## src/core/aout_map.svh

```systemverilog
// Register offsets, reset values and level constants of the analogue output setpoint block.
// Assumes byte addresses on a 32-bit classic Wishbone bus, one aligned word per register.
`ifndef AOUT_MAP_SVH
`define AOUT_MAP_SVH
`define A_CTRL     8'h00
`define A_IN_LO    8'h04
`define A_IN_HI    8'h08
`define A_EXT      8'h0C
`define A_TIMEOUT  8'h10
`define A_REMOTE   8'h14
`define A_STATUS   8'h18
`define A_MASK     8'h1C
`define A_SETPT    8'h20
`define RST_CTRL   32'h0000_0000
`define RST_IN_LO  16'h0000
`define RST_IN_HI  16'h03E8
`define RST_EXT    32'h0000_0000
`define RST_TMO    7'h00
`define RST_REMOTE 16'h0000
`define RST_MASK   4'h0
`define RST_STATUS 4'h0
`define SECS_SAT   7'h7F
`define ST_CLAMP_LO 0
`define ST_CLAMP_HI 1
`define ST_FAULT_IN 2
`define ST_LINK_TMO 3
// Levels in uA for current and mV for voltage
`define LVL_0      16'h0000
`define LVL_4MA    16'h0FA0
`define LVL_20MA   16'h4E20
`define LVL_1V     16'h03E8
`define LVL_2V     16'h07D0
`define LVL_5V     16'h1388
`define LVL_10V    16'h2710
`define LVL_22M1A  16'h5654
`define LVL_3M4A   16'h0D48
`define LVL_11V    16'h2AF8
`define LVL_5V5    16'h157C
`define LVL_1V2    16'h04B0
`define LVL_0V6    16'h0258
// Extension limits in 0.1 percent steps
`define EXT_LO_ACT 10'h3E7
`define EXT_LO_PAS 10'h12B
`define EXT_HI_I   10'h0C7
`define EXT_HI_V   10'h063
`define PERMILLE   32'h0000_03E8
`define TMO_MAX_S  7'h63
`define SEC_NS     32'h3B9A_CA00
`define CLK_NS     32'h0000_0014
`endif

```

## src/core/aout_pkg.sv

```systemverilog
// Types shared by the analogue output setpoint block.
// Assumes the map header supplies the register offsets and levels; the field and state codes are fixed here.
package aout_pkg;
	typedef enum logic [1:0] {KIND_ACT_I = 2'h0, KIND_PAS_I = 2'h1, KIND_ACT_V = 2'h2, KIND_RSV = 2'h3} out_kind_t;
	typedef enum logic [2:0] {
		MODE_OFF = 3'h0, MODE_I0_20 = 3'h1, MODE_I4_20 = 3'h2, MODE_V0_5 = 3'h3,
		MODE_V1_5 = 3'h4, MODE_V0_10 = 3'h5, MODE_V2_10 = 3'h6, MODE_LINK = 3'h7
	} out_mode_t;
	typedef enum logic [2:0] {
		FLT_HOLD = 3'h0, FLT_HIGH = 3'h1, FLT_MID = 3'h2, FLT_LOW2 = 3'h3,
		FLT_LOW1 = 3'h4, FLT_ZERO = 3'h5, FLT_RSV6 = 3'h6, FLT_RSV7 = 3'h7
	} out_fault_t;
	typedef struct packed {
		logic [22:0] rsv;
		logic        src_peak;
		out_fault_t  fault;
		out_mode_t   mode;
		out_kind_t   kind;
	} ctrl_t;
	typedef struct packed {
		logic [5:0] rsv1;
		logic [9:0] hi;
		logic [5:0] rsv0;
		logic [9:0] lo;
	} ext_t;
	typedef enum logic [2:0] {ST_OFF = 3'b001, ST_RUN = 3'b010, ST_FAULT = 3'b100} run_state_t;
endpackage : aout_pkg

```

## src/core/analog_output_setpoint_control.sv

```systemverilog
// Analogue output setpoint: maps the displayed or held value onto the selected span, clamps, applies fault levels.
// Assumes value, critical and frame inputs come from logic on clk_i; registers over classic Wishbone.
//
// Decided for this implementation: the register addresses and the Wishbone slave port.
`timescale 1ns/1ps
`include "aout_map.svh"

module analog_output_setpoint_control #(
	parameter int unsigned SEC_CYCLES = `SEC_NS / `CLK_NS
) (
	input  wire logic               clk_i,        // System clock, 50 MHz
	input  wire logic               rst_i,        // Synchronous reset, active high
	input  wire logic               wb_cyc_i,     // Wishbone cycle
	input  wire logic               wb_stb_i,     // Wishbone strobe
	input  wire logic               wb_we_i,      // Wishbone write enable
	input  wire logic        [7:0]  wb_adr_i,     // Byte address
	input  wire logic        [3:0]  wb_sel_i,     // Byte enables
	input  wire logic        [31:0] wb_dat_i,     // Write data
	output logic             [31:0] wb_dat_o,     // Read data
	output logic                    wb_ack_o,     // Acknowledge
	input  wire logic signed [15:0] live_value_i, // Displayed live value
	input  wire logic signed [15:0] peak_value_i, // Held peak or drop value
	input  wire logic               critical_i,   // Critical situation level
	input  wire logic               frame_rx_i,   // Serial frame received pulse
	output logic             [15:0] setpoint_o,   // Output stage setpoint, uA or mV
	output logic                    out_en_o,     // Output stage enabled
	output logic                    fault_o,      // Fault level applied
	output logic                    irq_o         // Interrupt, active high level
);
	localparam int CW = $clog2(SEC_CYCLES);

	aout_pkg::ctrl_t       ctrl_q;
	aout_pkg::ext_t        ext_q;
	aout_pkg::run_state_t  st_q;
	aout_pkg::run_state_t  st_d;
	logic signed [15:0] in_lo_q;
	logic signed [15:0] in_hi_q;
	logic        [6:0]  tmo_q;
	logic        [15:0] remote_q;
	logic        [3:0]  status_q;
	logic        [3:0]  mask_q;
	logic        [15:0] setpoint_d;
	logic        [CW-1:0] pre_q;
	logic        [6:0]  secs_q;
	logic               lost_q;

	function automatic logic [31:0] merge(input logic [31:0] old, input logic [31:0] nw, input logic [3:0] sel);
		logic [31:0] r;
		r = old;
		for (int i = 0; i < 4; i++) begin
			if (sel[i]) begin
				r[i*8 +: 8] = nw[i*8 +: 8];
			end
		end
		return r;
	endfunction : merge

	// Address hits, shared by the write strobes and the read mux
	wire hit_ctrl = wb_adr_i == `A_CTRL;
	wire hit_lo   = wb_adr_i == `A_IN_LO;
	wire hit_hi   = wb_adr_i == `A_IN_HI;
	wire hit_ext  = wb_adr_i == `A_EXT;
	wire hit_tmo  = wb_adr_i == `A_TIMEOUT;
	wire hit_rem  = wb_adr_i == `A_REMOTE;
	wire hit_stat = wb_adr_i == `A_STATUS;
	wire hit_mask = wb_adr_i == `A_MASK;
	wire hit_setp = wb_adr_i == `A_SETPT;

	// Bus decode
	wire req      = wb_cyc_i & wb_stb_i & ~wb_ack_o;
	wire wr       = req & wb_we_i;
	wire rd       = req & ~wb_we_i;
	wire wr_ctrl  = wr & hit_ctrl;
	wire wr_lo    = wr & hit_lo;
	wire wr_hi    = wr & hit_hi;
	wire wr_ext   = wr & hit_ext;
	wire wr_tmo   = wr & hit_tmo;
	wire wr_rem   = wr & hit_rem;
	wire wr_mask  = wr & hit_mask;
	wire rd_stat  = rd & hit_stat;

	wire [31:0] ctrl_m = merge(ctrl_q, wb_dat_i, wb_sel_i);
	wire [31:0] ext_m  = merge(ext_q, wb_dat_i, wb_sel_i);
	wire [31:0] lo_m   = merge({16'h0000, in_lo_q}, wb_dat_i, wb_sel_i);
	wire [31:0] hi_m   = merge({16'h0000, in_hi_q}, wb_dat_i, wb_sel_i);
	wire [31:0] tmo_m  = merge({25'h0000000, tmo_q}, wb_dat_i, wb_sel_i);
	wire [31:0] rem_m  = merge({16'h0000, remote_q}, wb_dat_i, wb_sel_i);
	wire [31:0] mask_m = merge({28'h0000000, mask_q}, wb_dat_i, wb_sel_i);

	// Write values; reserved bits are never stored
	wire [31:0] ctrl_wr = {23'h0, ctrl_m[8:0]};
	wire [31:0] ext_wr  = {6'h00, ext_m[25:16], 6'h00, ext_m[9:0]};
	wire [6:0]  tmo_wr  = (tmo_m[6:0] > `TMO_MAX_S) ? `TMO_MAX_S : tmo_m[6:0];

	// Read mux; unmapped words read zero
	wire [31:0] rd_mux =
		hit_ctrl ? {23'h0, ctrl_q[8:0]} :
		hit_lo   ? {16'h0000, in_lo_q} :
		hit_hi   ? {16'h0000, in_hi_q} :
		hit_ext  ? {6'h00, ext_q.hi, 6'h00, ext_q.lo} :
		hit_tmo  ? {25'h0000000, tmo_q} :
		hit_rem  ? {16'h0000, remote_q} :
		hit_stat ? {28'h0000000, status_q} :
		hit_mask ? {28'h0000000, mask_q} :
		hit_setp ? {16'h0000, setpoint_o} :
		32'h0000_0000;

	// Mode availability depends on the fitted output kind
	wire kind_cur = (ctrl_q.kind == aout_pkg::KIND_ACT_I) | (ctrl_q.kind == aout_pkg::KIND_PAS_I);
	wire kind_act = ctrl_q.kind == aout_pkg::KIND_ACT_I;
	wire kind_pas = ctrl_q.kind == aout_pkg::KIND_PAS_I;
	wire kind_v   = ctrl_q.kind == aout_pkg::KIND_ACT_V;
	wire m_volt   = (ctrl_q.mode >= aout_pkg::MODE_V0_5) & (ctrl_q.mode <= aout_pkg::MODE_V2_10);
	wire mode_ok  =
		(ctrl_q.mode == aout_pkg::MODE_OFF) |
		((ctrl_q.mode == aout_pkg::MODE_LINK) & (kind_cur | kind_v)) |
		((ctrl_q.mode == aout_pkg::MODE_I0_20) & kind_act) |
		((ctrl_q.mode == aout_pkg::MODE_I4_20) & kind_cur) |
		(m_volt & kind_v);
	// Unavailable selections fall back to disabled
	wire aout_pkg::out_mode_t mode = mode_ok ? ctrl_q.mode : aout_pkg::MODE_OFF;

	// Span limits A and B
	wire [15:0] span_b =
		((mode == aout_pkg::MODE_V0_5) | (mode == aout_pkg::MODE_V1_5)) ? `LVL_5V :
		((mode == aout_pkg::MODE_V0_10) | (mode == aout_pkg::MODE_V2_10)) ? `LVL_10V :
		`LVL_20MA;
	wire [15:0] span_a =
		(mode == aout_pkg::MODE_I4_20) ? `LVL_4MA :
		(mode == aout_pkg::MODE_V1_5)  ? `LVL_1V :
		(mode == aout_pkg::MODE_V2_10) ? `LVL_2V :
		`LVL_0;

	// Extensions limited by kind on use, so a later kind change cannot widen them
	wire [9:0] lo_lim = kind_pas ? `EXT_LO_PAS : `EXT_LO_ACT;
	wire [9:0] hi_lim = kind_v ? `EXT_HI_V : `EXT_HI_I;
	wire [9:0] lo_pm  = (ext_q.lo > lo_lim) ? lo_lim : ext_q.lo;
	wire [9:0] hi_pm  = (ext_q.hi > hi_lim) ? hi_lim : ext_q.hi;
	wire [31:0] a_ext = ({16'h0000, span_a} * {22'h000000, lo_pm}) / `PERMILLE;
	wire [31:0] b_ext = ({16'h0000, span_b} * {22'h000000, hi_pm}) / `PERMILLE;
	wire [15:0] bord_lo = span_a - a_ext[15:0];
	wire [15:0] bord_hi = span_b + b_ext[15:0];

	// Linear map; a negative denominator inverts the characteristic
	wire signed [15:0] w_val = ctrl_q.src_peak ? peak_value_i : live_value_i;
	wire signed [34:0] diff  = 35'(w_val) - 35'(in_lo_q);
	wire signed [34:0] den   = 35'(in_hi_q) - 35'(in_lo_q);
	wire signed [34:0] width = 35'(signed'({1'b0, span_b})) - 35'(signed'({1'b0, span_a}));
	wire signed [34:0] num   = 35'(diff * width);
	// Equal points would divide by zero; the output then rests at A
	wire signed [34:0] quo   = (den == 35'sh0) ? 35'sh0 : num / den;
	wire signed [34:0] raw   = quo + 35'(signed'({1'b0, span_a}));
	wire below = raw < 35'(signed'({1'b0, bord_lo}));
	wire above = raw > 35'(signed'({1'b0, bord_hi}));
	wire [15:0] mapped = below ? bord_lo : above ? bord_hi : raw[15:0];

	// Fault levels by kind; unavailable codes hold the present level
	wire [15:0] flt_i =
		(ctrl_q.fault == aout_pkg::FLT_HIGH) ? `LVL_22M1A :
		(ctrl_q.fault == aout_pkg::FLT_MID)  ? `LVL_3M4A :
		`LVL_0;
	wire [15:0] flt_v =
		(ctrl_q.fault == aout_pkg::FLT_HIGH) ? `LVL_11V :
		(ctrl_q.fault == aout_pkg::FLT_MID)  ? `LVL_5V5 :
		(ctrl_q.fault == aout_pkg::FLT_LOW2) ? `LVL_1V2 :
		(ctrl_q.fault == aout_pkg::FLT_LOW1) ? `LVL_0V6 :
		`LVL_0;
	wire flt_use_i = (ctrl_q.fault == aout_pkg::FLT_HIGH) | (ctrl_q.fault == aout_pkg::FLT_MID) |
		((ctrl_q.fault == aout_pkg::FLT_ZERO) & kind_act);
	wire flt_use_v = (ctrl_q.fault != aout_pkg::FLT_HOLD) & (ctrl_q.fault <= aout_pkg::FLT_ZERO);
	wire flt_new   = kind_v ? flt_use_v : flt_use_i;
	wire [15:0] flt_lvl = ~flt_new ? setpoint_o : kind_v ? flt_v : flt_i;

	// Frame gap supervision
	wire sec_tick  = pre_q == CW'(SEC_CYCLES - 1);
	wire lost      = (tmo_q != `RST_TMO) & (secs_q >= tmo_q);
	wire link_mode = mode == aout_pkg::MODE_LINK;
	wire fault_req = critical_i | (link_mode & lost);

	// Run state
	always_comb begin
		if (mode == aout_pkg::MODE_OFF) begin
			st_d = aout_pkg::ST_OFF;
		end else if (fault_req) begin
			st_d = aout_pkg::ST_FAULT;
		end else begin
			st_d = aout_pkg::ST_RUN;
		end
	end

	always_comb begin
		unique case (st_d)
			aout_pkg::ST_OFF:   setpoint_d = `LVL_0;
			aout_pkg::ST_FAULT: setpoint_d = flt_lvl;
			aout_pkg::ST_RUN:   setpoint_d = link_mode ? remote_q : mapped;
		endcase
	end

	// Status events; a pending read clear never hides a same-cycle event
	wire map_run = (st_d == aout_pkg::ST_RUN) & ~link_mode;
	wire [3:0] ev;
	assign ev[`ST_CLAMP_LO] = map_run & below;
	assign ev[`ST_CLAMP_HI] = map_run & above;
	assign ev[`ST_FAULT_IN] = (st_d == aout_pkg::ST_FAULT) & (st_q != aout_pkg::ST_FAULT);
	assign ev[`ST_LINK_TMO] = lost & ~lost_q;
	wire [3:0] status_d = (rd_stat ? 4'h0 : status_q) | ev;

	// Ack lasts one cycle, so a held strobe is taken again in the cycle after the ack
	always_ff @(posedge clk_i) begin
		if (rst_i) begin
			wb_ack_o <= 1'b0;
		end else begin
			wb_ack_o <= req;
		end
	end

	// Read data stays zero outside the acknowledge cycle
	always_ff @(posedge clk_i) begin
		if (rst_i) begin
			wb_dat_o <= 32'h0000_0000;
		end else begin
			wb_dat_o <= rd ? rd_mux : 32'h0000_0000;
		end
	end

	always_ff @(posedge clk_i) begin
		if (rst_i) begin
			ctrl_q <= `RST_CTRL;
		end else if (wr_ctrl) begin
			ctrl_q <= ctrl_wr;
		end
	end

	always_ff @(posedge clk_i) begin
		if (rst_i) begin
			ext_q <= `RST_EXT;
		end else if (wr_ext) begin
			ext_q <= ext_wr;
		end
	end

	always_ff @(posedge clk_i) begin
		if (rst_i) begin
			in_lo_q <= `RST_IN_LO;
		end else if (wr_lo) begin
			in_lo_q <= lo_m[15:0];
		end
	end

	always_ff @(posedge clk_i) begin
		if (rst_i) begin
			in_hi_q <= `RST_IN_HI;
		end else if (wr_hi) begin
			in_hi_q <= hi_m[15:0];
		end
	end

	// Timeouts above the maximum saturate there
	always_ff @(posedge clk_i) begin
		if (rst_i) begin
			tmo_q <= `RST_TMO;
		end else if (wr_tmo) begin
			tmo_q <= tmo_wr;
		end
	end

	always_ff @(posedge clk_i) begin
		if (rst_i) begin
			remote_q <= `RST_REMOTE;
		end else if (wr_rem) begin
			remote_q <= rem_m[15:0];
		end
	end

	always_ff @(posedge clk_i) begin
		if (rst_i) begin
			mask_q <= `RST_MASK;
		end else if (wr_mask) begin
			mask_q <= mask_m[3:0];
		end
	end

	always_ff @(posedge clk_i) begin
		if (rst_i) begin
			status_q <= `RST_STATUS;
		end else begin
			status_q <= status_d;
		end
	end

	// Prescaler to whole seconds since the last frame
	always_ff @(posedge clk_i) begin
		if (rst_i | frame_rx_i) begin
			pre_q <= '0;
		end else begin
			pre_q <= sec_tick ? '0 : pre_q + 1'b1;
		end
	end

	// Saturates so long silence cannot wrap back to a short gap
	always_ff @(posedge clk_i) begin
		if (rst_i | frame_rx_i) begin
			secs_q <= 7'h00;
		end else if (sec_tick & (secs_q != `SECS_SAT)) begin
			secs_q <= secs_q + 7'h01;
		end
	end

	always_ff @(posedge clk_i) begin
		if (rst_i) begin
			st_q <= aout_pkg::ST_OFF;
		end else begin
			st_q <= st_d;
		end
	end

	always_ff @(posedge clk_i) begin
		if (rst_i) begin
			lost_q <= 1'b0;
		end else begin
			lost_q <= lost;
		end
	end

	// Hold fault level reads this register back, so the entry level persists
	always_ff @(posedge clk_i) begin
		if (rst_i) begin
			setpoint_o <= `LVL_0;
		end else begin
			setpoint_o <= setpoint_d;
		end
	end

	always_ff @(posedge clk_i) begin
		if (rst_i) begin
			out_en_o <= 1'b0;
		end else begin
			out_en_o <= st_d != aout_pkg::ST_OFF;
		end
	end

	// Off mode never reports a fault
	always_ff @(posedge clk_i) begin
		if (rst_i) begin
			fault_o <= 1'b0;
		end else begin
			fault_o <= st_d == aout_pkg::ST_FAULT;
		end
	end

	// Next status used, so a clearing read and a new event agree
	always_ff @(posedge clk_i) begin
		if (rst_i) begin
			irq_o <= 1'b0;
		end else begin
			irq_o <= |(status_d & mask_q);
		end
	end

endmodule : analog_output_setpoint_control

```

## config.mk

```make
export PLATFORM = sky130hd
export DESIGN_NAME = analog_output_setpoint_control
export DESIGN_NICKNAME = d
export VERILOG_FILES = /design/src/core/aout_pkg.sv /design/src/core/analog_output_setpoint_control.sv
export VERILOG_INCLUDE_DIRS = /design/src /design/src/core
export SDC_FILE = /design/constraint.sdc
export NUM_CORES = 2
export LEC_CHECK = 0
export BUFFER_PORTS_ARGS = -buffer_cell sky130_fd_sc_hd__buf_2
export CAP_MARGIN = 20
export CORE_MARGIN = 2
export CORE_UTILIZATION = 41
export CTS_CLUSTER_DIAMETER = 100
export DETAILED_ROUTE_END_ITERATION = 10
export GPL_TIMING_DRIVEN = 0
export HOLD_SLACK_MARGIN = 0.12
export PLACE_DENSITY_LB_ADDON = 0.15
export REMOVE_ABC_BUFFERS = 1
export SYNTH_ARGS = -nofsm -noshare
export SYNTH_HDL_FRONTEND = slang
export SYNTH_SLANG_ARGS = --single-unit
```

## constraint.sdc

```tcl
create_clock -name clk_i -period 176.1 [get_ports clk_i]
set_input_delay 17.61 -clock clk_i [delete_from_list [all_inputs] [get_ports clk_i]]
set_output_delay 17.61 -clock clk_i [all_outputs]
set_load 0.02 [all_outputs]
```

Word level (Yosys, flattened, before mapping)
Index checks and enable logic that the tools add are counted.

cells by class
  add/sub/neg operators = 8
  $mul = 3
  divide/modulo/power cells = 3
  magnitude comparators = 9
  equality and inequality tests = 32
  shift operators = 0
  muxes and demuxes = 39
  bitwise gates (word level) = 46
  reductions and logical operators = 26

operators by type and width
  operator                                              count
  2-to-1 mux 16 bit                                     12
  divider 26 x 10 -> 32 bit (second input constant)     2
  2-to-1 mux 15 bit                                     4
  case mux 16 bit (3 select lines)                      1
  2-to-1 mux 10 bit                                     4
  adder 35 x 13 -> 35 bit                               1
  divider 35 x 35 -> 35 bit                             1
  > comparator 35 x 17 -> 1 bit                         1
  zero test 35 bit                                      1
  less-than comparator 35 x 17 -> 1 bit                 1
  2-to-1 mux 35 bit                                     1
  subtractor 16 x 16 -> 17 bit                          2
  multiplier 17 x 16 -> 33 bit                          1
  2-to-1 mux 11 bit                                     3
  equality test 8 x 5 -> 1 bit (second input constant)  4
  AND 1 bit                                             27
  adder 26 x 1 -> 26 bit (second input constant)        1
  equality test 26 bit (second input constant)          1
  2-to-1 mux 26 bit                                     1
  AND reduction 2 bit                                   13
  multiplier 15 x 10 -> 25 bit                          1
  equality test 3 bit (second input constant)           8
  2-to-1 mux 12 bit                                     2
  multiplier 12 x 10 -> 22 bit                          1
  43 further kinds                                      72

storage, ports and cells
  flip-flop bits (word level) = 181
  bits in latches = 0
  memory bits (writable) = 0
  memory bits (read-only) = 0
  input port bits = 83
  output and inout bits = 52
  logic and storage cells = 196
  memories kept = 0

Logic depth before layout (Yosys ltp)
  depth after elaboration = 23
  mapped depth = 840
  depth with buffers taken out = 803

Least setup slack after synthesis
No wires, ideal clock.

  path kind = input to register
  from = input port peak_value_i[0]
  to = register setpoint_o[13]
  setup time = 0.128 ns
  arrival time = 160.117 ns
  required time = 175.972 ns
  path slack = 15.855 ns
  stages = 813
  path buffers = 47
  cell sequence = mux2i_1 ha_1 inv_1 fa_1 a21o_1 a21oi_1 o21bai_1 a21oi_1 o21bai_1 a21oi_1 o21bai_1 a21oi_1 o21bai_1 a21oi_1 xnor2_1 clkbuf_1 nand2_1 fa_1 (+777 left out) or4_1 nand2b_1 nor2_1 and4_1 clkbuf_1 nand2b_1 mux2i_1 o211ai_1 o21ai_0 nand4_1 nor2_1 a21boi_0 clkbuf_1 clkbuf_1 mux2i_1 mux2i_1 a221oi_1 nor2_1

between the ends
  word-level cells in the longest chain between the ends = 11
  elaborated cells on any way between the ends = 12
  those cells by class = add/sub: 2; mul: 1; div: 1; order compare: 2; mux: 6

ends and longest elaborated chain
  item                                RTL line                               RTL
  start: declaration                  analog_output_setpoint_control.sv:22   input wire logic signed [15:0] peak_value_i,
  2-to-1 mux 16 bit *                 analog_output_setpoint_control.sv:145  wire signed [15:0] w_val = ctrl_q.src_peak ? peak_value_i : live_value_i;
  subtractor 16 x 16 -> 17 bit *      analog_output_setpoint_control.sv:146  wire signed [34:0] diff = 35'(w_val) - 35'(in_lo_q);
  multiplier 17 x 16 -> 33 bit *      analog_output_setpoint_control.sv:149  wire signed [34:0] num = 35'(diff * width);
  divider 35 x 35 -> 35 bit *         analog_output_setpoint_control.sv:151  wire signed [34:0] quo = (den == 35'sh0) ? 35'sh0 : num / den;
  2-to-1 mux 35 bit *                 analog_output_setpoint_control.sv:151
  adder 35 x 13 -> 35 bit *           analog_output_setpoint_control.sv:152  wire signed [34:0] raw = quo + 35'(signed'({1'b0, span_a}));
  > comparator 35 x 17 -> 1 bit       analog_output_setpoint_control.sv:154  wire above = raw > 35'(signed'({1'b0, bord_hi}));
  2-to-1 mux 16 bit                   analog_output_setpoint_control.sv:155  wire [15:0] mapped = below ? bord_lo : above ? bord_hi : raw[15:0];
  2-to-1 mux 16 bit *                 analog_output_setpoint_control.sv:155
  2-to-1 mux 16 bit *                 analog_output_setpoint_control.sv:195  aout_pkg::ST_RUN: setpoint_d = link_mode ? remote_q : mapped;
  case mux 16 bit (3 select lines) *  analog_output_setpoint_control.sv:192  unique case (st_d)
  end signal: assignment              analog_output_setpoint_control.sv:328  setpoint_o <= `LVL_0;
  end signal: assignment              analog_output_setpoint_control.sv:330  setpoint_o <= setpoint_d;
  end: declaration                    analog_output_setpoint_control.sv:25   output logic [15:0] setpoint_o,

Mark *: on every way between the ends. The rest lies on a longest branch, timed or not.
A chain may end at the register's enable or synchronous reset.

==> results.toml <==
[logic_synthesis]
yosysUniqueCellTypes = 141
synth_edf_count = 0
synthFlopType = "dfxtp_1"
synthCells = 8471
yosysSeqAreaShare_pct = 5.57
synth_top_area_cell = "ha_1"
synth_area_leaders = "ha_1 (19%), fa_1 (11%), o21a_1 (5.6%)"
ys_ff_latch = 174
synth_top_area_share_pct = 18.7
yosysWarnings = 0
async_flop_share_pct = 0
avgSynthCellArea_sq_um = 7.39
syn_area_sq_um = 62600

[clock_tree]
cts_hold_buf = 0
htree_num_levels = 4
clkTransAtPathRegs_ps = 80
insertion_delay_ps = 450
cts_made_buffers = 17
clockBufferDepth = 2
cts_root_buf = "clkbuf_16"
clock_sinks = 174
cts_tree = "built"

[die]
die_x_microns = 395
dieArea_sq_um = 156000
coreArea_sq_um = 152000
ioPinCount = 135
fp-row-count = 143
die_h_microns = 395
start_util_pct = 41.2

[timing]
maxSlewViolCount = 0
fin_ws_ps = 10140
hold_viol_final = 0
worst_pin_slew_ps = 1210
final.setup_skew_ps = 12.5
finalSetupViolations = 0
fin_crit_ps = 165960
period_share_pct = 94.2
max_freq_ghz = 0.00603
slew_headroom_pct = 19.3

[grt]
grt_pass1_vias = 59300
grt_overflow = 0
grt_usage_pct = 24.7
grt_first_pass_wirelength_mm = 317
grt_max_degree = 86
antenna_found_initial = 10

[setup_path]
worst_path_max_delay_cell = "fa_1"
regToRegSetupSlack_ps = 23360
crit_required_ps = 176480
start_kind = "primary input"
crit_arrival_ps = 166340
crit_top_cell = "o21a_1"
cp.depth = 937
crit_family = "compound AO/OA/AOI/OAI gates"
end_kind = "register"
worst-setup-path-type = "primary input to register"
reg2reg_from = "ctrl_q[1]"
worst_r2r_endpoint = "setpoint_o[7]"
rr_worst_depth = 793
worstPathBufferInverterCount = 56
slowest_delay_ps = 590
worst-path-max-fanout = 28

[route]
via_per_inst = 5.80
routedWlPerCell_microns = 18.7
vias = 62200
drt_iter0_drc = 3840
routed_wl_mm = 200
ant_nets = 0
remaining_drc_errors = 0
first_pass_iters = 6

[cells_and_area]
layout.nets = 10000
drive_gt1_share_pct = 9.47
layout_common_cells = "ha_1 (928), nand2_1 (747), nor2_1 (746)"
mostFrequentLayoutCell = "ha_1"
final_util_pct = 45.3
area_growth_pct = 9.92

[status]
status = "finished, final reports clean"

[placed_design]
gp_congestion = 0.925
dp_slack_ps = -6320
io_buffers = 122
hpwl_mm = 167

[min_path]
worstHoldStart = "in_lo_q[9]"
min_to = "in_lo_q[9]"
hold_depth = 2
hold_class = "register to register"

[run]
max-cap-violations = 0
## through the flow
| stage | setup TNS [ps] | hold WS [ps] | area, sq um | cells |
|---|---|---|---|---|
| after floorplan | 0 | 430 | 62100 | 8380 |
| after global placement | -521220 | 444 | 65300 | 10500 |
| after detailed placement | -115450 | 447 | 66700 | 10600 |
| after CTS | 0 | 458 | 67500 | 10700 |
| after global routing | -3080 | 480 | 68800 | 10700 |
| final | 0 | 462 | 68800 | 10700 |
## synth_stat cells (40+ instances only)
cell and number:
o21bai_1 73, nor4_1 52, o21ai_0 384, nor2_1 760
inv_1 649, o31ai_1 82, nor2b_1 117, clkbuf_1 249
a21oi_1 565, o211ai_1 45, o21a_1 469, nand4_1 85
dfxtp_1 174, nor3_1 545, and3_1 57, nand2b_1 83
xor2_1 140, a211oi_1 40, or3_1 101, nand2_1 753
mux2i_1 84, mux2_2 162, ha_1 933, a31oi_1 81
or2_2 45, nand3_1 189, a21o_1 157, xnor2_1 296
fa_1 333, and2_1 102
## worst max path at each step
stage	start	to
after detailed placement	peak_value_i[0]	setpoint_o[7]
after CTS	peak_value_i[0]	setpoint_o[7]
after global routing	live_value_i[0]	setpoint_o[7]
after global placement	peak_value_i[0]	setpoint_o[14]
after floorplan	peak_value_i[0]	setpoint_o[3]
final	peak_value_i[0]	setpoint_o[7]
## metal layers
metal	routed length, microns	share of wire, %	vias up	GRT usage [%]
li1	-	-	30800	-
met2	96400	48	1349	43.3
met4	6200	3.1	12	6.65
met1	88700	44	29800	32.1
met3	9020	4.5	276	2.44
met5	75	0.037	-	0
## flip-flops by register name, summed over array words and instances (netlist names), 3 cells and up
register / flops
pre_q: 26
wb_dat_o: 26
ext_q: 20
in_hi_q: 16
in_lo_q: 16
remote_q: 16
setpoint_o: 16
ctrl_q: 9
secs_q: 7
tmo_q: 7
mask_q: 4
status_q: 4
st_q: 3
## cell type report
type                    instances  area [sq um]
clock inverters                14           141
fillers                     15500         83000
flip-flops and latches        174          3480
inverters                     658          2480
clock buffers                  18           439
diodes                          4          10.0
repair buffers                278          2250
repair inverters                1          5.00
multi-input cells            7560         57400
well taps                    2030          2540
## cells by family after synthesis
logic type | synth area share (%)
AOI/OAI and AO/OA | 25.6
xor gates and xnor gates | 6.18
adders and majority gates | 29.5
buffers and inverters | 5.94
DFF | 5.57
muxes | 4.36
other | 0.0120
and+or+nand+nor | 22.9
## worst min-delay path, cell delays in order, from the launching register on
cell	delay [ps]
dfxtp_1	310
nand2_1	50
a21oi_1	50
## repair_timing
item                                    4_1_cts  5_1_grt
pin swaps                                     8       36
resized for setup                            40      194
endpoints found under the setup margin       19       19
gates cloned                                  2       11
setup buffers                                10       60
Power is left out: the tool's default activity adds up to more than one toggle a clock period on the data nets, which glitch-free logic cannot reach.
